==> config.mk <==
export PLATFORM = sky130hd
export DESIGN_NAME = dpbs_dev_flat
export DESIGN_NICKNAME = d
export VERILOG_FILES = /design/src/rtl/dpbs_pkg.sv /design/src/rtl/dpbs_if.sv /design/src/rtl/dpbs_dev.sv /design/src/flat_wrapper.sv
export SDC_FILE = /design/constraint.sdc
export NUM_CORES = 1
export LEC_CHECK = 0
export ABC_AREA = 1
export BUFFER_PORTS_ARGS = -buffer_cell sky130_fd_sc_hd__buf_2
export CORE_MARGIN = 8
export CORE_UTILIZATION = 53
export DETAILED_ROUTE_END_ITERATION = 10
export GPL_TIMING_DRIVEN = 0
export HOLD_SLACK_MARGIN = 0.08
export PLACE_DENSITY = 0.85
export SLEW_MARGIN = 15
export SYNTH_ARGS = -nofsm -noshare
export SYNTH_HDL_FRONTEND = slang
export SYNTH_SLANG_ARGS = --single-unit
==> constraint.sdc <==
create_clock -name ref_clk_i -period 4.84 [get_ports ref_clk_i]
set_input_delay 0.484 -clock ref_clk_i [delete_from_list [all_inputs] [get_ports ref_clk_i]]
set_output_delay 0.484 -clock ref_clk_i [all_outputs]
set_load 0.01 [all_outputs]
==> src/rtl/dpbs_pkg.sv <==
// Overview of operation
// Inactive partition writable while active keeps running
// Operation code erases whole inactive partition
// Software adds 0x400000 for inactive writes
// Sequence word: number low, complement high
// Reset picks partition with lower valid number
// One valid wins; none valid gives partition 1
// Valid only when high half complements low
// Unlocked swap exchanges partitions, jump lands there
// Jump always follows the swap instruction
// Interrupts held off during swap sequence
// Swap leaves peripherals, interrupts, RAM untouched
// After swap, jump to reinitialising routine
// Configuration words not reapplied on swap
// Swap needs key 0x55 then 0xAA first
// Locked swap is a no-op; jump stays
// Swap-done flag and active-partition status bit
// Software polls then clears swap-done flag
// Swap-done sticky until cleared, set again
// Each partition has its own segment setting
// Protected mode blocks erase/write of partition 1
// Privileged mode blocks boot limit changes
package dpbs_pkg;
  localparam int ADDR_W  = 23;
  localparam int SEQ_W   = 24;
  localparam int SEQN_W  = 12;
  localparam int KEY_W   = 8;
  localparam int OP_W    = 4;
  localparam int LIM_W   = 16;
  localparam int DATA_W  = 32;
  localparam int RA_W    = 4;
  localparam int INACT_BIT = 22;
  localparam logic [ADDR_W-1:0] INACT_OFS = 23'h400000;
  localparam logic [KEY_W-1:0]  KEY_FIRST  = 8'h55;
  localparam logic [KEY_W-1:0]  KEY_SECOND = 8'haa;
  // Flash operation select codes
  localparam logic [OP_W-1:0] OP_WORD = 4'h1;
  localparam logic [OP_W-1:0] OP_PAGE = 4'h3;
  localparam logic [OP_W-1:0] OP_PART = 4'h4;
  localparam logic [LIM_W-1:0] LIM_RST = 16'h0000;
  // Controller register map
  localparam logic [RA_W-1:0] REG_KEY  = 4'h0;
  localparam logic [RA_W-1:0] REG_SWAP = 4'h1;
  localparam logic [RA_W-1:0] REG_OP   = 4'h2;
  localparam logic [RA_W-1:0] REG_LIM  = 4'h3;
  localparam logic [RA_W-1:0] REG_STAT = 4'h4;
  localparam logic [RA_W-1:0] REG_PC   = 4'h5;
  localparam int OPW_SEL_LSB = 24;
  localparam int LIMW_PART   = 16;
  localparam int ST_DONE     = 0;
  localparam int ST_P2       = 1;
  localparam int ST_BUSY     = 2;
  localparam int ST_ERR      = 3;

  // validity check
  function automatic logic dpbs_seq_valid(input logic [SEQ_W-1:0] w);
    // field split
    return w[SEQ_W-1:SEQN_W] == ~w[SEQN_W-1:0];
  endfunction : dpbs_seq_valid
endpackage : dpbs_pkg

==> src/rtl/dpbs_if.sv <==
`timescale 1ns/1ps
interface dpbs_if;
  import dpbs_pkg::*;
  logic              key_wr;
  logic [KEY_W-1:0]  key_data;
  logic              swap_ex;
  logic              jump_ex;
  logic [ADDR_W-1:0] jump_addr;
  logic              op_req;
  logic [OP_W-1:0]   op_sel;
  logic [ADDR_W-1:0] op_addr;
  logic              lim_wr;
  logic              lim_part;
  logic [LIM_W-1:0]  lim_data;
  logic              done_clr;
  logic              pc_load;
  logic [ADDR_W-1:0] pc_addr;
  logic              op_busy;
  logic              op_err;
  logic              swap_done;
  logic              p2_active;
  modport dev (input key_wr, key_data, swap_ex, jump_ex, jump_addr, op_req,
               op_sel, op_addr, lim_wr, lim_part, lim_data, done_clr,
               output pc_load, pc_addr, op_busy, op_err, swap_done,
               p2_active);
  modport core (output key_wr, key_data, swap_ex, jump_ex, jump_addr,
                op_req, op_sel, op_addr, lim_wr, lim_part, lim_data,
                done_clr,
                input pc_load, pc_addr, op_busy, op_err, swap_done,
                p2_active);
endinterface : dpbs_if

==> src/rtl/dpbs_dev.sv <==
`timescale 1ns/1ps
module dpbs_dev
  import dpbs_pkg::*;
(
  // Clock and reset
  input  wire logic              ref_clk_i,
  input  wire logic              srst_i,
  // Configuration words and modes
  input  wire logic [SEQ_W-1:0]  seq_word_p1_i,
  input  wire logic [SEQ_W-1:0]  seq_word_p2_i,
  input  wire logic              prot_mode_i,
  input  wire logic              priv_mode_i,
  // Flash array command side
  output logic                   flash_cmd_o,
  output logic [OP_W-1:0]        flash_op_o,
  output logic [ADDR_W-1:0]      flash_addr_o,
  input  wire logic              flash_done_i,
  // Status
  output logic                   active_p2_o,
  output logic [LIM_W-1:0]       boot_limit_o,
  // Core link
  dpbs_if.dev                    link
);

  typedef enum logic [1:0] {
    DPBS_BOOT,
    DPBS_RUN,
    DPBS_BUSY
  } dpbs_st_e;

  typedef enum logic [1:0] {
    DPBS_LOCKED,
    DPBS_KEY1,
    DPBS_OPEN
  } dpbs_key_e;

  typedef struct packed {
    dpbs_st_e          st;
    dpbs_key_e         key;
    logic              prot;
    logic              priv;
    logic              act;
    logic              done;
    logic              pc_load;
    logic [ADDR_W-1:0] pc_addr;
    logic              err;
    logic              cmd;
    logic              busy;
    logic [OP_W-1:0]   op;
    logic [ADDR_W-1:0] addr;
    logic [LIM_W-1:0]  lim_p1;
    logic [LIM_W-1:0]  lim_p2;
    logic [LIM_W-1:0]  lim_out;
  } dpbs_dev_s;

  dpbs_dev_s s_r;
  dpbs_dev_s s_nxt;

  logic              v1;
  logic              v2;
  logic [SEQN_W-1:0] n1;
  logic [SEQN_W-1:0] n2;
  logic              phys;
  logic              any_req;
  logic              part_op;

  // Places an in-partition offset into the given partition
  function automatic logic [ADDR_W-1:0] dpbs_place(
    input logic              part,
    input logic [ADDR_W-1:0] a
  );
    return {part, a[INACT_BIT-1:0]};
  endfunction : dpbs_place

  assign v1 = dpbs_seq_valid(seq_word_p1_i);
  assign v2 = dpbs_seq_valid(seq_word_p2_i);
  assign n1 = seq_word_p1_i[SEQN_W-1:0];
  assign n2 = seq_word_p2_i[SEQN_W-1:0];
  // offset bit selects the inactive partition
  assign phys = s_r.act ^ link.op_addr[INACT_BIT];
  assign any_req = link.swap_ex | link.jump_ex | link.op_req | link.lim_wr;
  assign part_op = link.op_sel == OP_PART;

  always_comb begin
    s_nxt = s_r;
    s_nxt.pc_load = 1'b0;
    s_nxt.err = 1'b0;
    s_nxt.cmd = 1'b0;
    case (s_r.st)
      DPBS_BOOT: begin
        // Link requests in the boot cycle are dropped, except done_clr, which still clears the done flag
        // configuration taken only here, never on swap
        s_nxt.prot = prot_mode_i;
        s_nxt.priv = priv_mode_i;
        // lower valid number wins
        // single valid wins, none valid gives partition 1
        if (v1 && v2) begin
          s_nxt.act = n2 < n1;
        end else begin
          s_nxt.act = v2 && !v1;
        end
        s_nxt.st = DPBS_RUN;
      end
      DPBS_RUN, DPBS_BUSY: begin
        // key sequence must directly precede the swap
        // Any other link action except done_clr breaks the unlock
        if (link.key_wr) begin
          if (link.key_data == KEY_SECOND && s_r.key == DPBS_KEY1) begin
            s_nxt.key = DPBS_OPEN;
          end else if (link.key_data == KEY_FIRST) begin
            s_nxt.key = DPBS_KEY1;
          end else begin
            s_nxt.key = DPBS_LOCKED;
          end
        end else if (any_req) begin
          s_nxt.key = DPBS_LOCKED;
        end
        if (link.swap_ex && s_r.key == DPBS_OPEN) begin
          // partitions exchanged without reset
          // only the partition select changes
          s_nxt.act = ~s_r.act;
        end
        // jump lands in the now active partition
        // locked swap left act as it was
        if (link.jump_ex) begin
          s_nxt.pc_load = 1'b1;
          s_nxt.pc_addr = dpbs_place(s_r.act, link.jump_addr);
        end
        // per-partition segment limit
        // privileged mode refuses limit changes
        if (link.lim_wr) begin
          if (s_r.priv) begin
            s_nxt.err = 1'b1;
          end else if (link.lim_part) begin
            s_nxt.lim_p2 = link.lim_data;
          end else begin
            s_nxt.lim_p1 = link.lim_data;
          end
        end
        // One command in flight; requests meanwhile refused
        if (s_r.st == DPBS_BUSY) begin
          if (flash_done_i) begin
            s_nxt.st = DPBS_RUN;
          end
          if (link.op_req) begin
            s_nxt.err = 1'b1;
          end
        end else if (link.op_req) begin
          // active partition never erased, fetch not stalled
          if (!link.op_addr[INACT_BIT] && !part_op) begin
            s_nxt.err = 1'b1;
          // protected mode blocks partition 1
          end else if (s_r.prot &&
                       (part_op ? ~s_r.act : phys) == 1'b0) begin
            s_nxt.err = 1'b1;
          end else if (part_op) begin
            // whole inactive partition erase
            s_nxt.cmd = 1'b1;
            s_nxt.op = link.op_sel;
            s_nxt.addr = dpbs_place(~s_r.act, '0);
            s_nxt.st = DPBS_BUSY;
          end else if (link.op_sel == OP_PAGE || link.op_sel == OP_WORD) begin
            s_nxt.cmd = 1'b1;
            s_nxt.op = link.op_sel;
            s_nxt.addr = dpbs_place(phys, link.op_addr);
            s_nxt.st = DPBS_BUSY;
          end else begin
            s_nxt.err = 1'b1;
          end
        end
      end
      default: begin
        s_nxt.st = DPBS_BOOT;
      end
    endcase
    // status flag on a real swap
    // sticky, set wins over clear
    if (link.done_clr) begin
      s_nxt.done = 1'b0;
    end
    if (s_r.st != DPBS_BOOT && link.swap_ex && s_r.key == DPBS_OPEN) begin
      s_nxt.done = 1'b1;
    end
    s_nxt.lim_out = s_nxt.act ? s_nxt.lim_p2 : s_nxt.lim_p1;
    // Busy kept in a flop so the status pin is registered
    s_nxt.busy = s_nxt.st == DPBS_BUSY;
  end

  always_ff @(posedge ref_clk_i) begin
    if (srst_i) begin
      s_r <= '{st: DPBS_BOOT, key: DPBS_LOCKED, lim_p1: LIM_RST,
               lim_p2: LIM_RST, lim_out: LIM_RST, default: '0};
    end else begin
      s_r <= s_nxt;
    end
  end

  assign flash_cmd_o    = s_r.cmd;
  assign flash_op_o     = s_r.op;
  assign flash_addr_o   = s_r.addr;
  assign active_p2_o    = s_r.act;
  assign boot_limit_o   = s_r.lim_out;
  assign link.pc_load   = s_r.pc_load;
  assign link.pc_addr   = s_r.pc_addr;
  assign link.op_busy   = s_r.busy;
  assign link.op_err    = s_r.err;
  assign link.swap_done = s_r.done;
  assign link.p2_active = s_r.act;

endmodule : dpbs_dev

==> src/flat_wrapper.sv <==
// flat-port wrapper written by rule: the top's interface ports become plain ports
module dpbs_dev_flat import dpbs_pkg::*;
  (ref_clk_i, srst_i, seq_word_p1_i, seq_word_p2_i, prot_mode_i, priv_mode_i, flash_cmd_o, flash_op_o, flash_addr_o, flash_done_i, active_p2_o, boot_limit_o, link_key_wr, link_key_data, link_swap_ex, link_jump_ex, link_jump_addr, link_op_req, link_op_sel, link_op_addr, link_lim_wr, link_lim_part, link_lim_data, link_done_clr, link_pc_load, link_pc_addr, link_op_busy, link_op_err, link_swap_done, link_p2_active);
  dpbs_if link_i ();
  input  wire logic ref_clk_i;
  input  wire logic srst_i;
  input  wire logic [SEQ_W-1:0] seq_word_p1_i;
  input  wire logic [SEQ_W-1:0] seq_word_p2_i;
  input  wire logic prot_mode_i;
  input  wire logic priv_mode_i;
  output logic flash_cmd_o;
  output logic [OP_W-1:0] flash_op_o;
  output logic [ADDR_W-1:0] flash_addr_o;
  input  wire logic flash_done_i;
  output logic active_p2_o;
  output logic [LIM_W-1:0] boot_limit_o;
  input wire logic [$bits(link_i.key_wr)-1:0] link_key_wr;
  input wire logic [$bits(link_i.key_data)-1:0] link_key_data;
  input wire logic [$bits(link_i.swap_ex)-1:0] link_swap_ex;
  input wire logic [$bits(link_i.jump_ex)-1:0] link_jump_ex;
  input wire logic [$bits(link_i.jump_addr)-1:0] link_jump_addr;
  input wire logic [$bits(link_i.op_req)-1:0] link_op_req;
  input wire logic [$bits(link_i.op_sel)-1:0] link_op_sel;
  input wire logic [$bits(link_i.op_addr)-1:0] link_op_addr;
  input wire logic [$bits(link_i.lim_wr)-1:0] link_lim_wr;
  input wire logic [$bits(link_i.lim_part)-1:0] link_lim_part;
  input wire logic [$bits(link_i.lim_data)-1:0] link_lim_data;
  input wire logic [$bits(link_i.done_clr)-1:0] link_done_clr;
  output wire logic [$bits(link_i.pc_load)-1:0] link_pc_load;
  output wire logic [$bits(link_i.pc_addr)-1:0] link_pc_addr;
  output wire logic [$bits(link_i.op_busy)-1:0] link_op_busy;
  output wire logic [$bits(link_i.op_err)-1:0] link_op_err;
  output wire logic [$bits(link_i.swap_done)-1:0] link_swap_done;
  output wire logic [$bits(link_i.p2_active)-1:0] link_p2_active;
  assign link_i.key_wr = link_key_wr;
  assign link_i.key_data = link_key_data;
  assign link_i.swap_ex = link_swap_ex;
  assign link_i.jump_ex = link_jump_ex;
  assign link_i.jump_addr = link_jump_addr;
  assign link_i.op_req = link_op_req;
  assign link_i.op_sel = link_op_sel;
  assign link_i.op_addr = link_op_addr;
  assign link_i.lim_wr = link_lim_wr;
  assign link_i.lim_part = link_lim_part;
  assign link_i.lim_data = link_lim_data;
  assign link_i.done_clr = link_done_clr;
  assign link_pc_load = link_i.pc_load;
  assign link_pc_addr = link_i.pc_addr;
  assign link_op_busy = link_i.op_busy;
  assign link_op_err = link_i.op_err;
  assign link_swap_done = link_i.swap_done;
  assign link_p2_active = link_i.p2_active;
  dpbs_dev u_core (.ref_clk_i(ref_clk_i), .srst_i(srst_i), .seq_word_p1_i(seq_word_p1_i), .seq_word_p2_i(seq_word_p2_i), .prot_mode_i(prot_mode_i), .priv_mode_i(priv_mode_i), .flash_cmd_o(flash_cmd_o), .flash_op_o(flash_op_o), .flash_addr_o(flash_addr_o), .flash_done_i(flash_done_i), .active_p2_o(active_p2_o), .boot_limit_o(boot_limit_o), .link(link_i));
endmodule
==> impl_metrics.yaml <==
run_status:
  status: "completed"
placed_design:
  dp_cells: 1097
  hpwl_mm: 11.5
  dpl_cell_area_um2: 6690
  io_buffers: 204
  place_congestion: 0.894
  dp_slack_ns: 2.59
timing:
  layout_setup_ws_ns: 2.63
  tns_ns: 0
  worst_slew_pin_slew_ns: 0.605
  slew-limit-headroom_pct: 59.6
  fin_crit_ns: 2.21
  clock.fmax_ghz: 0.452
  skew_ns: 0.0145
  final_max_slew_viol_count: 0
  setup_viol: 0
  fin_crit_sh_pct: 45.7
  rsz0062_at_grt: "no"
  finalHoldViolations: 0
drt:
  drt_iter0_markers: 288
  routed_wl_mm: 14.3
  via_count: 5205
  postRouteAntennaNets: 0
  via_per_inst: 4.67
  dr.pass1.iters: 5
  drcViolationCount: 0
  wire_per_inst_um: 12.9
run:
  cap_violations: 0
synth:
  netlist.area_leader.share_pct: 40.0
  synth_common_cells: "nand2_1 (151), nor2_1 (140), dfxtp_1 (110)"
  syn_area_per_cell_um2: 7.26
  synth_seq_cells: 110
  netlist_instances: 757
  yosysTopAreaCell: "dfxtp_1"
  synth-seq-area-share_pct: 40.0
  ys.flop_type: "dfxtp_1"
  synthDistinctLibCells: 32
  synth.most_common_cell: "nand2_1"
  synthesis.area_um2: 5500
  syn-num-nets: 905
  synth_warnings: 0
  synthArstFlopShare_pct: 0
  synth_edf_count: 0
  ys_top_cells_by_area: "dfxtp_1 (40%), nand2_1 (10%), nor2_1 (9.6%)"
critical_path:
  reg2reg_from: "u_core.s_r[108]"
  startpoint: "u_core.s_r[108]"
  critPathCaptureType: "flop"
  critPathLaunchType: "flop"
  critPathArrivalTime_ns: 2.50
  regToRegSetupSlack_ns: 2.63
  rr_worst_depth: 11
  path_max_fanout: 10
  r2r-end: "u_core.boot_limit_o[6]"
  critPathRequiredTime_ns: 5.12
  crit_type: "reg2reg"
cts:
  post_cts_resized: 0
  clk_pin_slew_ns: 0.12
  cts_hold_buffers: 0
  clock_sinks: 110
  cts-htree-levels: 3
  cts.path.max_buffers: 2
  numCtsBuffers: 9
  clock_latency_ns: 0.37
  cts_tree: "built"
  post_cts_buffers: 0
  cts-root-buf: "clkbuf_8"
floorplanning:
  die-width_um: 118
  ios: 207
  die_area_um2: 13900
  fp.dieH_um: 118
  start_util_pct: 54.0
  rows: 37
  core_area_um2: 10200
power:
  power.static_leakage_nw: 3.96
  p_per_area_nw_per_um2: 260
  ir_worst_vdd_v: 0.000154
  power.total_mw: 1.79
layout:
  area_growth_pct: 25.4
  layout-drive-gt1-share_pct: 33.8
  final_cells: 1115
  nets: 1120
  final_cell_area_um2: 6890
global_route:
  grt_max_degree: 22
  grt_pass1_wl_mm: 23.7
  gr-total-overflow: 0
  track_usage_pct: 20.6
  antenna_found_initial: 2
  first_global_vias: 5179
min_path:
  min-delay-start: "link_op_addr[1]"
  holdCritPathClass: "in2reg"
  holdPathStages: 3
  whs_endpoint: "u_core.flash_addr_o[1]"
-- how the worst max path moves through the flow --
stage / endpoint / slack, ns / depth (start not counted)
2_1_floorplan: u_core.boot_limit_o[10] / 3.03 / 15
3_3_place_gp: u_core.boot_limit_o[7] / 2.62 / 16
3_5_place_dp: u_core.boot_limit_o[7] / 2.59 / 16
4_1_cts: u_core.boot_limit_o[6] / 2.63 / 11
5_1_grt: u_core.boot_limit_o[6] / 2.39 / 11
6_report: u_core.boot_limit_o[6] / 2.63 / 11
-- through the flow --
step | util, % | hold slack (ns)
5_1_grt | 67.7 | 0.320
6_report | 67.7 | 0.348
3_3_place_gp | 65.7 | 0.429
2_1_floorplan | - | 0.418
4_1_cts | 67.6 | 0.329
3_5_place_dp | 65.7 | 0.429
-- per-layer routing --
metal	global-route usage [%]	part of all wire, %	wire, µm	up-vias
li1	-	-	-	2712
met1	21.4	40	5700	2302
met2	37.0	50	7190	168
met3	8.25	8.3	1190	21
met4	6.16	1.6	230	2
met5	0	0.091	13	-
-- worst max-delay path, stage by stage, from the launching register on --
cell and delay, ns:
dfxtp_1 0.38, inv_1 0.09, ha_1 0.28, buf_4 0.14, nand2_1 0.06, nor2_1 0.20, nand2_1 0.19, clkbuf_1 0.26
o21ai_0 0.30, inv_1 0.08, nor2_1 0.10, nor2_1 0.05
-- cell families (layout without fill, tap and decap cells) --
group / Yosys count / in the layout / share of synthesized area [%]
AND/OR/NAND/NOR: 338 / 338 / 25.6
XOR/XNOR: 9 / 9 / 1.43
AO/OA/AOI/OAI: 88 / 88 / 8.99
adder cells (fa/ha/maj): 14 / 14 / 3.19
multiplexers: 16 / 16 / 2.91
other: 0 / 2 / 0
flip-flops: 110 / 110 / 40.0
buffers and inverters: 182 / 402 / 17.9
-- cell type report --
type,instances,area [µm²]
Fill cell,915,3290
Tap cell,136,170
Clock inverter,7,75.1
Multi-Input combinational cell,465,2310
Timing Repair Buffer,204,1020
Inverter,84,315
Sequential cell,110,2200
Buffer,98,668
Antenna cell,2,5.00
Clock buffer,9,124
-- where the power goes --
group          leakage, nW  total (mW)  internal [mW]  switching (mW)
clock                0.102       0.545          0.205           0.341
sequential           0.894       0.954          0.940          0.0138
combinational         2.96       0.296          0.137           0.159
total                 3.96        1.79           1.28           0.513
-- cell usage in the layout, fill, tap and decap left out, types with 14 or more instances in the layout --
master	Yosys	final
nand2_1	151	151
a21oi_1	24	24
nand3_1	20	20
nor2_1	140	140
ha_1	14	14
clkbuf_1	14	14
mux2i_1	16	16
buf_4	69	69
o21ai_0	48	48
inv_1	82	82
dfxtp_1	110	110
buf_2	6	210
-- sequential cells by signal, indices dropped and copies added (netlist names), named ones only --
signal                 cells
u_core.link.op_busy        1
u_core.flash_addr_o       23
u_core.link.op_err         1
u_core.link.swap_done      1
u_core.boot_limit_o       16
u_core.link.pc_load        1
u_core.s_r                38
u_core.flash_op_o          4
u_core.flash_cmd_o         1
u_core.link.pc_addr       23
(Power assumes the default switching activity.)
